--- src/rtl/gpio_port_defs.svh ---
`ifndef GPIO_PORT_DEFS_SVH
`define GPIO_PORT_DEFS_SVH

// ----------------------------------------------------------------
// sizes
// ----------------------------------------------------------------
`define PIN_COUNT        8
`define ADDR_W           6

// ----------------------------------------------------------------
// primary map offsets
// ----------------------------------------------------------------
`define OFS_DIR          6'h00
`define OFS_DIR_SET      6'h01
`define OFS_DIR_CLR      6'h02
`define OFS_DIR_FLIP     6'h03
`define OFS_OUT          6'h04
`define OFS_OUT_SET      6'h05
`define OFS_OUT_CLR      6'h06
`define OFS_OUT_FLIP     6'h07
`define OFS_IN           6'h08
`define OFS_FLAGS        6'h09
`define OFS_SETUP_BASE   6'h10
`define SETUP_PAGE       3'h2

// ----------------------------------------------------------------
// alias map offsets
// ----------------------------------------------------------------
`define OFS_ALIAS_DIR    6'h20
`define OFS_ALIAS_OUT    6'h21
`define OFS_ALIAS_IN     6'h22
`define OFS_ALIAS_FLAGS  6'h23

// ----------------------------------------------------------------
// per-pin setup fields and reset values
// ----------------------------------------------------------------
`define SETUP_FLIP_BIT   7
`define SETUP_PULL_BIT   3
`define SETUP_WMASK      8'h8F
`define RST_BYTE         8'h00

// ----------------------------------------------------------------
// sense_select codes
// ----------------------------------------------------------------
`define SENSE_OFF_ON     3'h0
`define SENSE_ANY_EDGE   3'h1
`define SENSE_RISE       3'h2
`define SENSE_FALL       3'h3
`define SENSE_BUF_OFF    3'h4
`define SENSE_LOW        3'h5

`endif

--- src/rtl/gpio_port_pkg.sv ---
package gpio_port_pkg;

    typedef logic [7:0] port_byte_t;

    typedef struct packed {
        logic       polarity_flip;
        logic [2:0] spare;
        logic       weak_high_resistor_on;
        logic [2:0] sense_select;
    } per_pin_setup_t;

    typedef struct packed {
        logic       wr;
        logic       rd;
        logic [5:0] addr;
        logic [7:0] wdata;
    } bus_req_t;

endpackage

--- src/rtl/gpio_port_sense.sv ---
// Implementation choice: the strobed register port.
`timescale 1ns/10ps
`include "gpio_port_defs.svh"

// How it works
// - writing ones to the drive clear strobe clears those output bits
// - writing ones to the drive flip strobe inverts those output bits
// - reading either strobe returns the present output latch
// - input value shows each pin level while its buffer is on
// - pins with buffer off are still captured but read as zero
// - writing the input value register flips output bits written one
// - change flag sets when the pin matches its sense setting
// - writing one clears a change flag, zero leaves it
// - setup bit 7 inverts pin input and output
// - setup bit 3 turns on the pin's weak pull-up
// - sense_select decodes off, any edge, rise, fall, buffer off, low
// - eight setup registers sit at base plus pin index
// - alias map writes act exactly like primary map writes
// - alias direction shares state with the direction register
// - alias output shares state with the output latch
// - alias input write flips outputs, read gives enabled pin levels
// - alias flags show only flags of pins that source the interrupt
// - writing one to an alias flag clears the shared flag
// - direction one makes a pin output, zero input
// - output latch drives the pin only while it is an output

module gpio_port_sense (
    input  wire logic                       CLOCK,     // 100 MHz clock
    input  wire logic                       SYS_RST,   // async, high
    input  wire logic [5:0]                 BUS_ADDR,  // register offset
    input  wire logic [7:0]                 BUS_WDATA, // write data
    input  wire logic                       BUS_WR,    // write strobe
    input  wire logic                       BUS_RD,    // read strobe
    input  wire gpio_port_pkg::port_byte_t  PIN_IN,    // pin levels
    output gpio_port_pkg::port_byte_t       BUS_RDATA, // read data
    output gpio_port_pkg::port_byte_t       PIN_OUT,   // pin drive value
    output gpio_port_pkg::port_byte_t       PIN_OE_N,  // low drives pin
    output gpio_port_pkg::port_byte_t       PULLUP_EN, // pull-up on
    output logic                            IRQ        // port interrupt
);
    import gpio_port_pkg::*;

    // ----------------------------------------------------------------
    // state
    // ----------------------------------------------------------------
    bus_req_t       req;
    port_byte_t     dir_reg;
    port_byte_t     dir_next;
    port_byte_t     out_reg;
    port_byte_t     out_next;
    port_byte_t     flags_reg;
    port_byte_t     flags_next;
    port_byte_t     flag_clr;
    port_byte_t     in_reg;
    port_byte_t     level_now;
    port_byte_t     hit_now;
    port_byte_t     flip_vec;
    port_byte_t     pull_vec;
    port_byte_t     source_vec;
    port_byte_t     blind_vec;
    port_byte_t     rdata_next;
    per_pin_setup_t setup_reg [0:`PIN_COUNT-1];
    logic           irq_next;

    assign req = '{wr: BUS_WR, rd: BUS_RD, addr: BUS_ADDR,
                   wdata: BUS_WDATA};

    // ----------------------------------------------------------------
    // decode helpers
    // ----------------------------------------------------------------
    // a pin feeds the interrupt only for real sense codes
    function automatic logic is_source(input logic [2:0] code);
        is_source = (code == `SENSE_ANY_EDGE) || (code == `SENSE_RISE) ||
                    (code == `SENSE_FALL) || (code == `SENSE_LOW);
    endfunction

    function automatic logic is_setup(input logic [5:0] a);
        is_setup = (a[5:3] == `SETUP_PAGE);
    endfunction

    // ----------------------------------------------------------------
    // per-pin sense cells
    // ----------------------------------------------------------------
    genvar g;
    generate
        for (g = 0; g < `PIN_COUNT; g = g + 1) begin : g_pin
            pin_sense_cell u_cell (
                .clk     (CLOCK),
                .rst     (SYS_RST),
                .pin_raw (PIN_IN[g]),
                .setup   (setup_reg[g]),
                .level   (level_now[g]),
                .hit     (hit_now[g])
            );
            assign flip_vec[g]   = setup_reg[g].polarity_flip;
            assign pull_vec[g]   = setup_reg[g].weak_high_resistor_on;
            assign source_vec[g] = is_source(setup_reg[g].sense_select);
            assign blind_vec[g]  =
                (setup_reg[g].sense_select == `SENSE_BUF_OFF);
        end
    endgenerate

    // ----------------------------------------------------------------
    // write decode
    // ----------------------------------------------------------------
    // each alias offset shares its branch with the matching primary one; set, clear and flip strobes have no alias
    always_comb begin
        dir_next = dir_reg;
        out_next = out_reg;
        flag_clr = 8'h00;
        if (req.wr) begin
            if (req.addr == `OFS_DIR ||
                req.addr == `OFS_ALIAS_DIR) begin
                dir_next = req.wdata;
            end else if (req.addr == `OFS_DIR_SET) begin
                dir_next = dir_reg | req.wdata;
            end else if (req.addr == `OFS_DIR_CLR) begin
                dir_next = dir_reg & ~req.wdata;
            end else if (req.addr == `OFS_DIR_FLIP) begin
                dir_next = dir_reg ^ req.wdata;
            end else if (req.addr == `OFS_OUT ||
                         req.addr == `OFS_ALIAS_OUT) begin
                out_next = req.wdata;
            end else if (req.addr == `OFS_OUT_SET) begin
                out_next = out_reg | req.wdata;
            end else if (req.addr == `OFS_OUT_CLR) begin
                out_next = out_reg & ~req.wdata;
            end else if (req.addr == `OFS_OUT_FLIP) begin
                out_next = out_reg ^ req.wdata;
            end else if (req.addr == `OFS_IN ||
                         req.addr == `OFS_ALIAS_IN) begin
                out_next = out_reg ^ req.wdata;
            end else if (req.addr == `OFS_FLAGS ||
                         req.addr == `OFS_ALIAS_FLAGS) begin
                flag_clr = req.wdata;
            end
        end
    end

    always_ff @(posedge CLOCK or posedge SYS_RST) begin
        if (SYS_RST) begin
            dir_reg <= `RST_BYTE;
        end else begin
            dir_reg <= dir_next;
        end
    end

    always_ff @(posedge CLOCK or posedge SYS_RST) begin
        if (SYS_RST) begin
            out_reg <= `RST_BYTE;
        end else begin
            out_reg <= out_next;
        end
    end

    // ----------------------------------------------------------------
    // per-pin setup registers
    // ----------------------------------------------------------------
    // unused bits 6:4 are masked so they always read zero
    always_ff @(posedge CLOCK or posedge SYS_RST) begin
        if (SYS_RST) begin
            for (int i = 0; i < `PIN_COUNT; i++) begin
                setup_reg[i] <= `RST_BYTE;
            end
        end else if (req.wr && is_setup(req.addr)) begin
            setup_reg[req.addr[2:0]] <= req.wdata & `SETUP_WMASK;
        end
    end

    // ----------------------------------------------------------------
    // input value and change flags
    // ----------------------------------------------------------------
    always_ff @(posedge CLOCK or posedge SYS_RST) begin
        if (SYS_RST) begin
            in_reg <= `RST_BYTE;
        end else begin
            in_reg <= level_now;
        end
    end

    // a hit in the same cycle as its clear still lands
    assign flags_next = (flags_reg & ~flag_clr) | hit_now;

    always_ff @(posedge CLOCK or posedge SYS_RST) begin
        if (SYS_RST) begin
            flags_reg <= `RST_BYTE;
        end else begin
            flags_reg <= flags_next;
        end
    end

    // ----------------------------------------------------------------
    // read path
    // ----------------------------------------------------------------
    always_comb begin
        rdata_next = 8'h00;
        if (req.rd) begin
            if (req.addr == `OFS_DIR || req.addr == `OFS_DIR_SET ||
                req.addr == `OFS_DIR_CLR || req.addr == `OFS_DIR_FLIP ||
                req.addr == `OFS_ALIAS_DIR) begin
                rdata_next = dir_reg;
            end else if (req.addr == `OFS_OUT ||
                         req.addr == `OFS_OUT_SET ||
                         req.addr == `OFS_OUT_CLR ||
                         req.addr == `OFS_OUT_FLIP ||
                         req.addr == `OFS_ALIAS_OUT) begin
                rdata_next = out_reg;
            end else if (req.addr == `OFS_IN ||
                         req.addr == `OFS_ALIAS_IN) begin
                rdata_next = in_reg;
            end else if (req.addr == `OFS_FLAGS) begin
                rdata_next = flags_reg;
            end else if (req.addr == `OFS_ALIAS_FLAGS) begin
                rdata_next = flags_reg & source_vec;
            end else if (is_setup(req.addr)) begin
                rdata_next = setup_reg[req.addr[2:0]];
            end
        end
    end

    // data stands only in the cycle after the strobe
    always_ff @(posedge CLOCK or posedge SYS_RST) begin
        if (SYS_RST) begin
            BUS_RDATA <= `RST_BYTE;
        end else begin
            BUS_RDATA <= rdata_next;
        end
    end

    // ----------------------------------------------------------------
    // pin drive, pull-ups, interrupt
    // ----------------------------------------------------------------
    always_ff @(posedge CLOCK or posedge SYS_RST) begin
        if (SYS_RST) begin
            PIN_OUT  <= `RST_BYTE;
            PIN_OE_N <= 8'hFF;
        end else begin
            PIN_OUT  <= out_reg ^ flip_vec;
            PIN_OE_N <= ~dir_reg;
        end
    end

    always_ff @(posedge CLOCK or posedge SYS_RST) begin
        if (SYS_RST) begin
            PULLUP_EN <= `RST_BYTE;
        end else begin
            PULLUP_EN <= pull_vec;
        end
    end

    // flags left over from a pin now set to no-sense stay quiet
    assign irq_next = |(flags_reg & source_vec);

    always_ff @(posedge CLOCK or posedge SYS_RST) begin
        if (SYS_RST) begin
            IRQ <= 1'b0;
        end else begin
            IRQ <= irq_next;
        end
    end
endmodule

--- src/rtl/pin_sense_cell.sv ---
`timescale 1ns/10ps
`include "gpio_port_defs.svh"

module pin_sense_cell (
    input  wire logic                         clk,     // main clock
    input  wire logic                         rst,     // async, high
    input  wire logic                         pin_raw, // pin level
    input  gpio_port_pkg::per_pin_setup_t     setup,   // pin setup
    output logic                              level,   // masked level
    output logic                              hit      // sense match
);
    import gpio_port_pkg::*;

    // ------------------------------------------------------------
    // three-stage capture, change taken when stages two and three agree
    // ------------------------------------------------------------
    logic sync1_reg;
    logic sync2_reg;
    logic sync3_reg;
    logic stable_reg;
    logic prev_reg;
    logic buf_on;
    logic view;

    always_ff @(posedge clk or posedge rst) begin
        if (rst) begin
            sync1_reg  <= 1'b0;
            sync2_reg  <= 1'b0;
            sync3_reg  <= 1'b0;
            stable_reg <= 1'b0;
        end else begin
            sync1_reg <= pin_raw;
            sync2_reg <= sync1_reg;
            sync3_reg <= sync2_reg;
            if (sync2_reg == sync3_reg) begin
                stable_reg <= sync3_reg;
            end
        end
    end

    assign buf_on = (setup.sense_select != `SENSE_BUF_OFF);
    assign view   = stable_reg ^ setup.polarity_flip;
    assign level  = buf_on ? view : 1'b0;

    // ------------------------------------------------------------
    // sense; history frozen while the buffer is off
    // ------------------------------------------------------------
    always_ff @(posedge clk or posedge rst) begin
        if (rst) begin
            prev_reg <= 1'b0;
        end else if (buf_on) begin
            prev_reg <= view;
        end
    end

    always_comb begin
        case (setup.sense_select)
            `SENSE_ANY_EDGE: hit = view != prev_reg;
            `SENSE_RISE:     hit = view & ~prev_reg;
            `SENSE_FALL:     hit = ~view & prev_reg;
            `SENSE_LOW:      hit = ~view;
            default:         hit = 1'b0;
        endcase
    end

endmodule

--- config.mk ---
export PLATFORM = sky130hd
export DESIGN_NAME = gpio_port_sense
export DESIGN_NICKNAME = d
export VERILOG_FILES = /design/src/rtl/gpio_port_pkg.sv /design/src/rtl/gpio_port_sense.sv /design/src/rtl/pin_sense_cell.sv
export VERILOG_INCLUDE_DIRS = /design/src /design/src/rtl
export SDC_FILE = /design/constraint.sdc
export NUM_CORES = 1
export LEC_CHECK = 0
export BUFFER_PORTS_ARGS = -buffer_cell sky130_fd_sc_hd__clkbuf_2
export CAP_MARGIN = 20
export CORE_ASPECT_RATIO = 1.1
export CORE_MARGIN = 8
export CORE_UTILIZATION = 35
export CTS_CLUSTER_DIAMETER = 200
export DETAILED_ROUTE_END_ITERATION = 8
export PLACE_DENSITY_LB_ADDON = 0.2
export SLEW_MARGIN = 20
export SYNTH_ARGS = -nofsm -noshare
export SYNTH_HDL_FRONTEND = slang
export SYNTH_SLANG_ARGS = --single-unit
--- constraint.sdc ---
create_clock -name CLOCK -period 8.5 [get_ports CLOCK]
set_clock_uncertainty 0.15 [all_clocks]
set_input_delay 0.425 -clock CLOCK [delete_from_list [all_inputs] [get_ports CLOCK]]
set_output_delay 0.425 -clock CLOCK [all_outputs]
set_load 0.03 [all_outputs]
==> impl_metrics.py <==
metrics = {
    "synthesis": {
        "synth_top_area_frac": 0.4630,
        "yosysSeqAreaShare": 0.4914,
        "yosysTopAreaCell": "dfrtp_1",
        "synth_top_family_by_area": "compound AO/OA/AOI/OAI gates",
        "synth-seq-cells": 145,
        "synth_mux_area_frac": 0.1070,
        "syn_area_mm2": 0.007405,
        "synth_xor_area_frac": 0.01893,
        "synth_area_leaders": "dfrtp_1 (46%), ha_1 (8.1%), mux2_2 (6.2%)",
        "synth_flop_cell": "dfrtp_1",
        "synth_adder_area_share": 0.09192,
        "avgSynthCellArea_um2": 10.75,
        "ys_warn_count": 0,
        "synth_edf_count": 0,
        "synth_cells": 689,
        "yosys.area_share.simple": 0.09970,
        "synth.distinct_cells": 58,
        "ys_async_sr_fraction": 1.000,
        "synth_fp_nets": 763,
        "synth_compound_area_frac": 0.1482,
    },
    "drt": {
        "drc": 0,
        "dr.first_iter.drc_count": 354,
        "drt_pass1_iterations": 5,
        "routed_wl_um": 19590,
        "postRouteAntennaNets": 0,
        "drt-wirelength-per-cell_um": 19.15,
        "num_vias": 5397,
        "vias_per_cell": 5.276,
    },
    "final_layout": {
        "final_cell_mix": "dfrtp_1 (137), o21ai_0 (73), nand2_1 (72)",
        "finalCoreUtilization": 0.4107,
        "mostFrequentLayoutCell": "dfrtp_1",
        "diodes": 0,
        "fin_nets": 823,
        "area_growth_pct": 16.59,
        "drive_above_1_share": 0.2073,
        "largest_reg_flops": 24,
    },
    "flow_run": {
        "drv_cap": 0,
    },
    "grt": {
        "grtUsageMet2": 0.2546,
        "grt_pass1_wl_um": 31770,
        "grt_max_degree": 81,
        "grt_use_total": 0.1582,
        "antenna_found_initial": 0,
        "grt_overflow": 0,
        "use_met3": 0.03545,
        "use_met1": 0.2022,
        "grt_pass1_vias": 5585,
        "top_usage_layer": "met2",
    },
    "pwr": {
        "power_leakage_nw": 3.987,
        "power.switching_uw": 767.7,
        "powerDensity_mw_per_mm2": 268.8,
        "swShare": 0.3309,
        "p_clk_frac": 0.352,
        "p_int_mw": 1.553,
        "vdd_drop_max_v": 0.0001323,
        "p_seq_frac": 0.419,
        "comb_power_share": 0.229,
    },
    "clocking": {
        "numClockSinks": 145,
        "htree_levels": 4,
        "clock_latency_ns": 0.42,
        "cts_buffers": 17,
        "tritoncts": "built",
        "clkSlewWorstSetupHoldPaths_ns": 0.06,
        "cts.path.max_buffers": 2,
        "cts_root_buf": "clkbuf_16",
    },
    "sta": {
        "slew_headroom": 0.2856,
        "period_minus_slack_ns": 2.785,
        "slew_viol_final": 0,
        "worstMarginPinSlew_ns": 1.072,
        "finalSetupTns_ns": 0,
        "clock.fmax_mhz": 359.0,
        "hold_viol": 0,
        "fin_crit_sh": 0.3277,
        "rsz0062_at_grt": "no",
        "setup_viol": 0,
    },
    "worst_setup_path": {
        "crit_type": "in -> reg",
        "start_kind": "input port",
        "end_kind": "flop",
        "startpoint": "BUS_ADDR[1]",
        "critical_path_required_ns": 8.64,
        "path_max_fanout": 34,
        "reg2reg_from": "flip_vec[2]$_DFFE_PP0P_",
        "worstPathArrival_ns": 2.93,
    },
    "placed_design": {
        "port_buffers": 58,
        "gp_congestion": 0.8787,
        "dp_hpwl_um": 14200,
    },
    "floorplan": {
        "core-area_mm2": 0.02102,
        "fp-row-count": 56,
        "start_util": 0.3523,
        "die_area_mm2": 0.02607,
        "die_w_um": 154.7,
        "ios": 59,
        "die_h_um": 168.6,
    },
    "min_path": {
        "hold_path.class": "in -> reg",
        "hp-start": "BUS_WDATA[6]",
    },
    "outcome": {
        "outcome": "complete, no violations",
    },
}
## worst paths after layout
| kind | cells past startpoint | endpoint | slack (ns) |
|---|---|---|---|
| min | 3 | out_reg[6]$_DFFE_PP0P_ | 0.17 |
| min in group asynchronous | 3 | PULLUP_EN[7]$_DFF_PP0_ | 0.47 |
| max | 6 | dir_reg[7]$_DFFE_PP0P_ | 5.71 |
| min reg2reg | 0 | g_pin[1].u_cell.sync2_reg$_DFF_PP0_ | 0.20 |
| max reg2reg | 8 | flags_reg[2]$_DFF_PP0_ | 6.46 |
| max in group asynchronous | 4 | BUS_RDATA[6]$_DFF_PP0_ | 6.59 |
## through the flow
stage	std cells	power, mW	cell area (um2)	hold slack [ns]	setup slack (ns)
floorplan	689	1.328	7405	0.1812	4.044
global placement	982	1.485	7896	0.1831	5.350
detailed placement	982	1.517	7896	0.1855	5.317
CTS	1023	2.347	8630	0.1607	5.779
global route	1023	2.455	8633	0.1790	5.620
finish	1023	2.320	8633	0.1748	5.715
## area by class of cell
cell class	instances	area, um2
well taps	261	326.6
clock buffers	19	442.9
clock inverters	13	200.2
inverters	48	185.2
multi-input cells	469	3448
repair buffers	68	391.6
fillers	2030	12390
flip-flops and latches	145	3638
## what timing repair did
item / in CTS / in global routing
hold buffers: 9 / 0
buffers inserted: 0 / 0
gates resized for setup: 0 / 0
endpoints found under the hold margin: 68 / 0
## cells by family after synthesis
family / count (synthesis)
muxes: 74
DFF: 145
AOI/OAI and AO/OA: 177
buffers and inverters: 75
and+or+nand+nor: 146
adders and majority gates: 56
xor gates and xnor gates: 16
## synthesized netlist by cell type (3+ instances only)
master    number
o22ai_1        3
a21oi_2        5
nand2b_1       3
a21oi_1       39
a22o_1         8
dfstp_2        8
nor2_1        29
mux2i_1       33
dfrtp_1      137
clkbuf_1      10
nand3b_1       6
inv_1         48
a31oi_1       17
o211ai_1       5
buf_2         11
ha_1          48
nor3b_4        3
nor2b_1        6
o21ai_0       73
maj3_1         8
xor2_1        14
a31o_1         4
mux2_2        41
nand2_1       72
a22oi_1        6
nand4_1        4
## power by group through the flow
stage	Combinational, mW	Sequential [mW]	Clock, mW
2_1_floorplan	0.312	1.02	0
4_1_cts	0.538	0.972	0.837
5_1_grt	0.598	0.993	0.864
6_report	0.532	0.971	0.817
3_5_place_dp	0.533	0.983	0
3_3_place_gp	0.505	0.980	0
## metal layers
layer | up-vias | routed length [um] | part of all wire
met2 | 145 | 9385 | 0.48
met1 | 2683 | 8810 | 0.45
met4 | 0 | 436 | 0.022
met5 | - | 0 | 0
li1 | 2540 | - | -
met3 | 29 | 960 | 0.049
## critical path, stage by stage
cell	delay [ns]
clkbuf_2	0.73
nor2b_1	0.37
nand3b_1	0.47
mux2_2	0.43
a2111oi_0	0.40
a21oi_1	0.07
No activity file was read; power rests on OpenSTA's default activity.
